**config.mk**
```make
export PLATFORM = sky130hd
export DESIGN_NAME = rag_gain_loop
export DESIGN_NICKNAME = d
export VERILOG_FILES = /design/src/verilog/rag_pkg.sv /design/src/verilog/rag_gain_loop.sv /design/src/verilog/rag_strength_avg.sv
export SDC_FILE = /design/constraint.sdc
export NUM_CORES = 1
export LEC_CHECK = 0
export BUFFER_PORTS_ARGS = -buffer_cell sky130_fd_sc_hd__buf_4
export CAP_MARGIN = 20
export CELL_PAD_IN_SITES_DETAIL_PLACEMENT = 0
export CELL_PAD_IN_SITES_GLOBAL_PLACEMENT = 1
export CORE_ASPECT_RATIO = 1.5
export CORE_MARGIN = 5
export CORE_UTILIZATION = 50
export CTS_BUF_LIST = sky130_fd_sc_hd__clkbuf_4
export DETAILED_ROUTE_END_ITERATION = 6
export HOLD_SLACK_MARGIN = 0.12
export PLACE_DENSITY_LB_ADDON = 0.1
export SLEW_MARGIN = 20
export SYNTH_ARGS = -nofsm -noshare
export SYNTH_HDL_FRONTEND = slang
export SYNTH_SLANG_ARGS = --single-unit
```
**constraint.sdc**
```tcl
create_clock -name ref_clk_in -period 5.86 [get_ports ref_clk_in]
set_input_delay 0.293 -clock ref_clk_in [delete_from_list [all_inputs] [get_ports ref_clk_in]]
set_output_delay 0.293 -clock ref_clk_in [all_outputs]
set_load 0.01 [all_outputs]
```
**src/verilog/rag_pkg.sv**
```systemverilog
// package: constants and types for the receiver gain loop
package rag_pkg;
    // ==================================================================
    // register map
    // ==================================================================
    localparam logic [11:0] RAG_OFS_GAIN_ONE   = 12'h000;
    localparam logic [11:0] RAG_OFS_GAIN_TWO   = 12'h004;
    localparam logic [11:0] RAG_OFS_GAIN_THREE = 12'h008;
    localparam logic [11:0] RAG_OFS_GAIN_FOUR  = 12'h00C;
    localparam logic [11:0] RAG_OFS_ANALOG     = 12'h010;
    localparam logic [11:0] RAG_OFS_STATUS     = 12'h014;
    localparam logic [11:0] RAG_OFS_STRENGTH   = 12'h018;
    localparam logic [11:0] RAG_OFS_RXCTRL     = 12'h01C;
    // ==================================================================
    // field positions
    // ==================================================================
    localparam int RAG_POS_WAIT      = 0;
    localparam int RAG_POS_FREEZE    = 3;
    localparam int RAG_POS_AVG       = 0;
    localparam int RAG_POS_HYST      = 2;
    localparam int RAG_POS_LOOP_EN   = 6;
    localparam int RAG_POS_DOWN      = 5;
    localparam int RAG_POS_UP        = 5;
    localparam int RAG_POS_SETTING   = 0;
    localparam int RAG_POS_THRESH    = 0;
    localparam int RAG_POS_BLANK     = 0;
    localparam int RAG_POS_SKIP      = 1;
    localparam int RAG_POS_CS_LATCH  = 2;
    localparam int RAG_POS_CS        = 3;
    localparam int RAG_POS_SETTLED   = 0;
    localparam int RAG_POS_RX_ON     = 0;
    localparam int RAG_POS_RELOCK    = 1;
    localparam int RAG_POS_FSWITCH   = 2;
    // ==================================================================
    // reset values
    // ==================================================================
    localparam logic [7:0] RAG_RST_GAIN_ONE   = 8'h00;
    localparam logic [7:0] RAG_RST_GAIN_TWO   = 8'h55;
    localparam logic [7:0] RAG_RST_GAIN_THREE = 8'h00;
    localparam logic [7:0] RAG_RST_GAIN_FOUR  = 8'h00;
    localparam logic [7:0] RAG_RST_ANALOG     = 8'h00;
    // ==================================================================
    // timing and limits
    // ==================================================================
    localparam int          RAG_FREEZE_BASE   = 16;
    localparam int          RAG_WAIT_BASE     = 16;
    localparam int          RAG_WAIT_STEP     = 32'd4;
    localparam logic [6:0]  RAG_CS_OFFSET     = 7'h08;
    localparam logic [6:0]  RAG_STRENGTH_MAX  = 7'h6A;
    localparam int          RAG_BLANK_SAMPLES = 1;
    localparam int          RAG_STEP_DB       = 3;
    localparam logic [31:0] RAG_REF_CLK_HZ    = 32'd25000000;
    localparam logic [31:0] RAG_CONV_CLK_HZ   = 32'd1228800;
    localparam logic [11:0] RAG_CONV_DIV      = 12'(RAG_REF_CLK_HZ / RAG_CONV_CLK_HZ);
    localparam logic [11:0] RAG_FILT_DIV_RST  = 12'd1000;
    typedef enum logic [4:0] {
        RAG_ST_IDLE   = 5'b00001,
        RAG_ST_FREEZE = 5'b00010,
        RAG_ST_WAIT   = 5'b00100,
        RAG_ST_AVG    = 5'b01000,
        RAG_ST_DECIDE = 5'b10000
    } rag_state_e;
endpackage

```
**src/verilog/rag_gain_loop.sv**
```systemverilog
// module: receiver gain control loop with apb registers
//
// The APB register port and the placing of the registers were chosen for this implementation.
module rag_gain_loop
    import rag_pkg::*;
(
    input  wire logic        ref_clk_in,
    input  wire logic        reset_n_in,
    input  wire logic        psel_in,
    input  wire logic        penable_in,
    input  wire logic        pwrite_in,
    input  wire logic [11:0] paddr_in,
    input  wire logic [31:0] pwdata_in,
    output logic [31:0]      prdata_out,
    output logic             pready_out,
    output logic             pslverr_out,
    input  wire logic [6:0]  magnitude_in,
    input  wire logic        pll_locked_in,
    output logic [4:0]       vga_gain_out,
    output logic             filter_bypass_out,
    output logic             spike_blank_out,
    output logic             freeze_out,
    output logic             carrier_sense_out
);
    import rag_pkg::*;
    // ==================================================================
    // state
    // ==================================================================
    typedef struct packed {
        logic [7:0]  r1;
        logic [7:0]  r2;
        logic [7:0]  r3;
        logic [7:0]  r4;
        logic [7:0]  ana;
        logic [2:0]  rxc;
        logic [31:0] rdata;
        logic        ready;
        logic        err;
        logic [11:0] cdiv;
        logic        cen;
        logic [11:0] fdiv_cnt;
        logic [11:0] fdiv;
        logic        fen;
        rag_state_e  st;
        logic [7:0]  wcnt;
        logic [4:0]  gain;
        logic        cs;
        logic        settled;
        logic        rx_prev;
        logic        lock_s1;
        logic        lock_s2;
        logic        lock_prev;
        logic        fsel_prev;
        logic        hyst_pend;
        logic        blank;
        logic [6:0]  strength;
        logic        frz;
    } rag_loop_s;
    rag_loop_s  s_q, s_d;
    logic       avg_start;
    logic       avg_done;
    logic [6:0] avg_val;
    logic [1:0] freeze_sel;
    logic [2:0] wait_sel;
    logic [4:0] max_gain;
    logic [4:0] thresh;
    logic [2:0] up_m;
    logic [2:0] dn_m;
    logic [7:0] lvl_hi;
    logic [7:0] lvl_lo;
    logic       too_hi;
    logic       too_lo;
    logic       sel_ok;
    logic       wr_en;
    logic       rd_en;
    logic       hold_evt;
    // ==================================================================
    // strength averager
    // ==================================================================
    rag_strength_avg u_avg (
        .ref_clk_in         (ref_clk_in),
        .reset_n_in         (reset_n_in),
        .start_in           (avg_start),
        .sample_en_in       (s_q.fen),
        .averaging_length_in(s_q.r2[RAG_POS_AVG +: 2]),
        .magnitude_in       (magnitude_in),
        .done_out           (avg_done),
        .strength_out       (avg_val)
    );
    // ==================================================================
    // next state
    // ==================================================================
    always_comb begin
        freeze_sel = s_q.r1[RAG_POS_FREEZE +: 2];
        wait_sel   = s_q.r1[RAG_POS_WAIT +: 3];
        max_gain   = s_q.r3[RAG_POS_SETTING +: 5];
        thresh     = s_q.r4[RAG_POS_THRESH +: 5];
        up_m       = s_q.r4[RAG_POS_UP +: 3];
        dn_m       = s_q.r3[RAG_POS_DOWN +: 3];
        lvl_hi     = 8'({3'h0, thresh} + RAG_CS_OFFSET + {5'h0, dn_m});
        lvl_lo     = 8'(thresh) - 8'(up_m);
        if (8'(up_m) > 8'(thresh)) begin
            lvl_lo = 8'h00;
        end
        too_hi     = {1'b0, s_q.strength} > lvl_hi;
        too_lo     = {1'b0, s_q.strength} < lvl_lo;
        sel_ok     = (paddr_in[1:0] == 2'h0) && (paddr_in <= RAG_OFS_RXCTRL);
        wr_en      = psel_in && penable_in && pwrite_in && !s_q.ready;
        rd_en      = psel_in && !penable_in && !pwrite_in;
        avg_start  = 1'b0;
        s_d = s_q;
        // converter clock enable from ref clock
        s_d.cen = 1'b0;
        s_d.cdiv = 12'(s_q.cdiv + 12'd1);
        if (s_q.cdiv >= RAG_CONV_DIV - 12'd1) begin
            s_d.cdiv = '0;
            s_d.cen = 1'b1;
        end
        // filter clock enable, divisor gives 2x channel bandwidth
        s_d.fen = 1'b0;
        s_d.fdiv_cnt = 12'(s_q.fdiv_cnt + 12'd1);
        if (s_q.fdiv_cnt >= s_q.fdiv - 12'd1) begin
            s_d.fdiv_cnt = '0;
            s_d.fen = 1'b1;
        end
        // apb slave, one wait state
        s_d.ready = psel_in && penable_in && !s_q.ready;
        s_d.err   = psel_in && penable_in && !s_q.ready && !sel_ok;
        if (wr_en && sel_ok) begin
            case (paddr_in)
                RAG_OFS_GAIN_ONE:   s_d.r1  = pwdata_in[7:0];
                RAG_OFS_GAIN_TWO:   s_d.r2  = pwdata_in[7:0];
                RAG_OFS_GAIN_THREE: s_d.r3  = pwdata_in[7:0];
                RAG_OFS_GAIN_FOUR:  s_d.r4  = pwdata_in[7:0];
                RAG_OFS_ANALOG:     s_d.ana = pwdata_in[7:0];
                RAG_OFS_STATUS:     s_d.fdiv = (pwdata_in[27:16] == 12'h000) ?
                                               12'h001 : pwdata_in[27:16];
                RAG_OFS_RXCTRL:     s_d.rxc = pwdata_in[2:0];
                default:            s_d.rxc = s_q.rxc;
            endcase
        end
        if (rd_en) begin
            case (paddr_in)
                RAG_OFS_GAIN_ONE:   s_d.rdata = {24'h0, s_q.r1};
                RAG_OFS_GAIN_TWO:   s_d.rdata = {24'h0, s_q.r2};
                RAG_OFS_GAIN_THREE: s_d.rdata = {24'h0, s_q.r3};
                RAG_OFS_GAIN_FOUR:  s_d.rdata = {24'h0, s_q.r4};
                RAG_OFS_ANALOG:     s_d.rdata = {24'h0, s_q.ana};
                RAG_OFS_STATUS:     s_d.rdata = {4'h0, s_q.fdiv, 3'h0, s_q.gain, 4'h0,
                                                 s_q.cs, 2'h0, s_q.settled};
                RAG_OFS_STRENGTH:   s_d.rdata = {25'h0, s_q.strength};
                RAG_OFS_RXCTRL:     s_d.rdata = {29'h0, s_q.rxc};
                default:            s_d.rdata = 32'h0000_0000;
            endcase
        end
        // synchronise lock pin and detect hold events
        s_d.lock_s1   = pll_locked_in;
        s_d.lock_s2   = s_q.lock_s1;
        s_d.lock_prev = s_q.lock_s2;
        s_d.rx_prev   = s_q.rxc[RAG_POS_RX_ON];
        s_d.fsel_prev = s_q.rxc[RAG_POS_FSWITCH];
        hold_evt = (s_q.rxc[RAG_POS_RX_ON] && !s_q.rx_prev)
                || (s_q.lock_s2 && !s_q.lock_prev)
                || (s_q.rxc[RAG_POS_FSWITCH] != s_q.fsel_prev)
                || s_q.rxc[RAG_POS_RELOCK];
        if (!(wr_en && sel_ok && paddr_in == RAG_OFS_RXCTRL)) begin
            s_d.rxc[RAG_POS_RELOCK] = 1'b0;
        end
        if (!s_q.rxc[RAG_POS_RX_ON] || !s_q.r2[RAG_POS_LOOP_EN]) begin
            s_d.st = RAG_ST_IDLE;
            s_d.settled = 1'b0;
            if (!s_q.r2[RAG_POS_LOOP_EN]) begin
                s_d.gain = max_gain;
            end
        end else if (hold_evt) begin
            s_d.st = RAG_ST_FREEZE;
            s_d.wcnt = 8'(RAG_FREEZE_BASE << freeze_sel);
            s_d.settled = 1'b0;
        end else begin
            case (s_q.st)
                RAG_ST_IDLE: begin
                    s_d.st = RAG_ST_FREEZE;
                    s_d.wcnt = 8'(RAG_FREEZE_BASE << freeze_sel);
                    s_d.gain = max_gain;
                end
                RAG_ST_FREEZE: begin
                    if (s_q.cen) begin
                        s_d.wcnt = 8'(s_q.wcnt - 8'd1);
                        if (s_q.wcnt <= 8'd1) begin
                            s_d.st = RAG_ST_WAIT;
                            s_d.wcnt = 8'(RAG_WAIT_BASE + RAG_WAIT_STEP * 32'(wait_sel)
                                          + ((wait_sel == 3'h7) ? 32'd4 : 32'd0));
                        end
                    end
                end
                RAG_ST_WAIT: begin
                    if (s_q.fen) begin
                        s_d.wcnt = 8'(s_q.wcnt - 8'd1);
                        if (s_q.blank && s_q.wcnt > 8'd8) begin
                            s_d.wcnt = 8'(s_q.wcnt - 8'd2);
                        end
                        if (s_q.wcnt <= 8'd1) begin
                            s_d.st = RAG_ST_AVG;
                            s_d.blank = 1'b0;
                            avg_start = 1'b1;
                        end
                    end
                end
                RAG_ST_AVG: begin
                    if (avg_done) begin
                        s_d.strength = avg_val;
                        s_d.st = RAG_ST_DECIDE;
                    end
                end
                RAG_ST_DECIDE: begin
                    s_d.cs = s_q.ana[RAG_POS_CS_LATCH] ? s_q.cs :
                             ({1'b0, s_q.strength} > 8'({3'h0, thresh} + RAG_CS_OFFSET));
                    s_d.st = RAG_ST_AVG;
                    avg_start = 1'b1;
                    s_d.settled = 1'b1;
                    if ((too_hi && s_q.gain != 5'h00) || (too_lo && s_q.gain < max_gain)) begin
                        if (s_q.r2[RAG_POS_HYST] && !s_q.hyst_pend) begin
                            s_d.hyst_pend = 1'b1;
                        end else begin
                            s_d.hyst_pend = 1'b0;
                            s_d.gain = too_hi ? 5'(s_q.gain - 5'd1)
                                              : 5'(s_q.gain + 5'd1);
                            s_d.st = RAG_ST_WAIT;
                            s_d.settled = 1'b0;
                            s_d.blank = s_q.ana[RAG_POS_BLANK];
                            avg_start = 1'b0;
                            s_d.wcnt = 8'(RAG_WAIT_BASE + RAG_WAIT_STEP * 32'(wait_sel)
                                          + ((wait_sel == 3'h7) ? 32'd4 : 32'd0));
                        end
                    end else begin
                        s_d.hyst_pend = 1'b0;
                    end
                    if (s_q.gain > max_gain) begin
                        s_d.gain = max_gain;
                    end
                end
                default: s_d.st = RAG_ST_IDLE;
            endcase
        end
        s_d.frz = (s_d.st != RAG_ST_AVG) && (s_d.st != RAG_ST_DECIDE);
    end
    // ==================================================================
    // registers
    // ==================================================================
    always_ff @(posedge ref_clk_in) begin
        if (!reset_n_in) begin
            s_q       <= '0;
            s_q.r1    <= RAG_RST_GAIN_ONE;
            s_q.r2    <= RAG_RST_GAIN_TWO;
            s_q.r3    <= RAG_RST_GAIN_THREE;
            s_q.r4    <= RAG_RST_GAIN_FOUR;
            s_q.ana   <= RAG_RST_ANALOG;
            s_q.fdiv  <= RAG_FILT_DIV_RST;
            s_q.st    <= RAG_ST_IDLE;
            s_q.frz   <= 1'b1;
        end else begin
            s_q <= s_d;
        end
    end
    // ==================================================================
    // outputs
    // ==================================================================
    assign prdata_out        = s_q.rdata;
    assign pready_out        = s_q.ready;
    assign pslverr_out       = s_q.err;
    assign vga_gain_out      = s_q.gain;
    assign filter_bypass_out = s_q.ana[RAG_POS_SKIP];
    assign spike_blank_out   = s_q.blank;
    assign freeze_out        = s_q.frz;
    assign carrier_sense_out = s_q.cs;
endmodule

```
**src/verilog/rag_strength_avg.sv**
```systemverilog
// module: log-magnitude averager producing the signal strength value
module rag_strength_avg
    import rag_pkg::*;
(
    input  wire logic       ref_clk_in,
    input  wire logic       reset_n_in,
    input  wire logic       start_in,
    input  wire logic       sample_en_in,
    input  wire logic [1:0] averaging_length_in,
    input  wire logic [6:0] magnitude_in,
    output logic            done_out,
    output logic [6:0]      strength_out
);
    import rag_pkg::*;
    // ==================================================================
    // state
    // ==================================================================
    typedef struct packed {
        logic [10:0] acc;
        logic [4:0]  cnt;
        logic        busy;
        logic        done;
        logic [6:0]  res;
    } rag_avg_s;
    rag_avg_s s_q, s_d;
    logic [4:0] len;
    always_comb begin
        len = 5'(5'd2 << averaging_length_in);
        s_d = s_q;
        s_d.done = 1'b0;
        if (start_in) begin
            s_d.acc  = '0;
            s_d.cnt  = '0;
            s_d.busy = 1'b1;
        end else if (s_q.busy && sample_en_in) begin
            s_d.acc = 11'(s_q.acc + {4'h0, magnitude_in});
            s_d.cnt = 5'(s_q.cnt + 5'd1);
            if (5'(s_q.cnt + 5'd1) == len) begin
                s_d.busy = 1'b0;
                s_d.done = 1'b1;
                s_d.res  = 7'((11'(s_q.acc + {4'h0, magnitude_in}))
                               >> (3'(averaging_length_in) + 3'd1));
                if (s_d.res > RAG_STRENGTH_MAX) begin
                    s_d.res = RAG_STRENGTH_MAX;
                end
            end
        end
    end
    always_ff @(posedge ref_clk_in) begin
        if (!reset_n_in) begin
            s_q <= '0;
        end else begin
            s_q <= s_d;
        end
    end
    assign done_out     = s_q.done;
    assign strength_out = s_q.res;
endmodule
```
==> results.yml <==
cts:
  cts.repair.resized: 0
  numCtsBuffers: 17
  cts_setup_buffers: 0
  postCtsHoldBufs: 24
  cts-root-buf: "clkbuf_4"
  htreeDepth: 4
  cts_tree: "built"
  cts.sinks: 168
  clk_path_buf_depth: 2
  clkTransAtPathRegs_ps: 140
  clk_latency_ps: 580
power:
  powerDensity_nw_per_um2: 182.1
  peakVddDrop_uv: 106.9
  total_power_mw: 1.950
  leakagePower_nw: 4.389
global_routing:
  met1_usage: 0.2741
  antenna_found_initial: 1
  grt_pass1_wl_mm: 41.49
  met3_usage: 0.03423
  grt_busiest_layer: "met2"
  grt_start_max_net_pins: 66
  grt_util_met2: 0.4237
  overflow: 0
  grt_use_total: 0.2326
  grt_pass1_vias: 8169
placed_design:
  io_buffers: 80
  dp_hpwl_mm: 18.49
  gp_congestion: 0.9161
sta:
  slew_headroom: 0.2792
  slew_viol_final: 0
  fin_setup_tns_ps: 0
  finClkSkew_ps: 26.91
  setup_viol: 0
  timing_worst_slew_pin_value_ps: 1079
  hold_violations: 0
  fin_crit_ps: 4274
  hold_slack_ps: 176.6
  fmax_mhz: 234.0
  rsz0062_at_grt: "false"
  fin_crit_sh: 0.7294
detailed_routing:
  drtIter0Drc: 508
  num_vias: 8414
  post_drt_wl_per_cell_microns: 17.14
  drc: 1
  ant_nets: 0
  drt-pass1-iter-count: 7
  viasPerCell: 5.677
  drt_wl_total_mm: 25.40
yosys:
  synth_edf_count: 0
  yosysMostFrequentCell: "dfxtp_1"
  avgSynthCellArea_sq_um: 8.354
  synth_area_leaders: "dfxtp_1, ha_1, nor2_1"
  syn_inst: 1157
  synth_cell_types: 78
  synth-seq-cells: 168
  yosys.area.top_type_share: 0.3480
  netlist_area_sq_um: 9666
  synth_area_leader_cell: "dfxtp_1"
  synth-main-ff-cell: "dfxtp_1"
  yosys_warnings: 0
  yosysSeqAreaShare: 0.3480
  synthTopCellsByCount: "dfxtp_1, nor2_1, nand2_1"
  synthArstFlopShare: 0
worst_setup_path:
  worstSetupStartpoint: "s_q[118]"
  crit_fanout: 14
  cp-start-kind: "flip-flop"
  crit_required_ps: 6350
  rr_startpoint: "s_q[118]"
  arrival_ps: 4760
  worstSetupEndpointType: "flip-flop"
  critPathKind: "flip-flop to flip-flop"
floorplanning:
  initial_utilization: 0.5065
  die_y_microns: 180.3
  placementRows: 62
  fp.dieArea_sq_um: 22270
  ios: 100
  die_w_microns: 123.5
  core_sq_um: 19080
layout:
  final_util: 0.5611
  fin_nets: 1339
  layout-drive-gt1-share: 0.1110
  area_growth_syn_to_layout_pct: 10.78
run_status:
  status: "finished with violations"
  violations: "DRC"
worst_hold_path:
  hold_path_startpoint: "reset_n_in"
  hp-class: "primary input to flip-flop"
job:
  maxCapViolCount: 0
layer usage:
layer,share of wire,vias to the layer above
met2,0.53,187
met1,0.41,4027
met4,0.022,0
met3,0.034,29
met5,0,-
li1,-,4171
critical path: stages, from the launching register on:
cell      delay [ps]
dfxtp_1          400
inv_1             90
ha_1             150
inv_1             50
fa_1             410
a2111o_2         490
nand2_1           80
ha_1             230
a211oi_1         210
nor2_1            80
o41ai_1          470
nand2_1          220
a21oi_1          250
nor2b_1          710
nor2_1           120
a41o_1           230
kinds of logic after synthesis:
group	share of synthesized area
AOI/OAI and AO/OA	0.1850
xor gates and xnor gates	0.05165
and+or+nand+nor	0.2036
buffers and inverters	0.06770
other	0.0003880
muxes	0.05126
DFF	0.3480
adders and majority gates	0.09243
sequential cells by signal (all words and copies together) (netlist names):
| name | flops |
|---|---|
| carrier_sense_out | 1 |
| dn_m | 3 |
| filter_bypass_out | 1 |
| freeze_out | 1 |
| freeze_sel | 2 |
| max_gain | 5 |
| prdata_out | 25 |
| pready_out | 1 |
| pslverr_out | 1 |
| s_d | 4 |
| s_q | 93 |
| spike_blank_out | 1 |
| u_avg.done_out | 1 |
| u_avg.s_q | 17 |
| u_avg.strength_out | 7 |
| vga_gain_out | 5 |
cell usage in the layout (no fill, tap or decap), types with 33 or more instances in the layout:
cell type / instances
buf_4: 87
o21ai_0: 48
nand2_1: 97
dfxtp_1: 168
inv_1: 40
nor2_1: 150
nand3_1: 34
ha_1: 65
xnor2_1: 33
mux2i_1: 45
a21oi_1: 78
final timing paths:
| path | end | slack [ps] | cells past startpoint |
|---|---|---|---|
| worst max register to register | u_avg.strength_out[0] | 1590 | 15 |
| worst max-delay path | u_avg.strength_out[0] | 1590 | 15 |
| worst min register to register | s_d[11] | 470 | 1 |
| worst min-delay path | s_q[39] | 180 | 2 |
power by group:
part	internal [mW]	switching (mW)	leakage, nW
Sequential	1.15	0.00523	1.36
Combinational	0.0497	0.0632	2.89
Clock	0.260	0.421	0.141
cell type report:
| class | instances | area (sq um) |
|---|---|---|
| inverters | 42 | 157.7 |
| well taps | 256 | 320.3 |
| fillers | 1892 | 8376 |
| flip-flops and latches | 168 | 3363 |
| diodes | 1 | 2.502 |
| clock inverters | 12 | 126.4 |
| repair buffers | 111 | 893.4 |
| clock buffers | 19 | 142.6 |
| multi-input cells | 873 | 5702 |
through the flow:
stage               setup WS, ps  cells  area (sq um)
floorplan                   2394   1170          9714
finish                      1586   1482         10710
detailed placement          1566   1426         10200
global route                1204   1482         10710
global placement            1613   1426         10200
CTS                         1558   1481         10710
(Power assumes the default switching activity.)
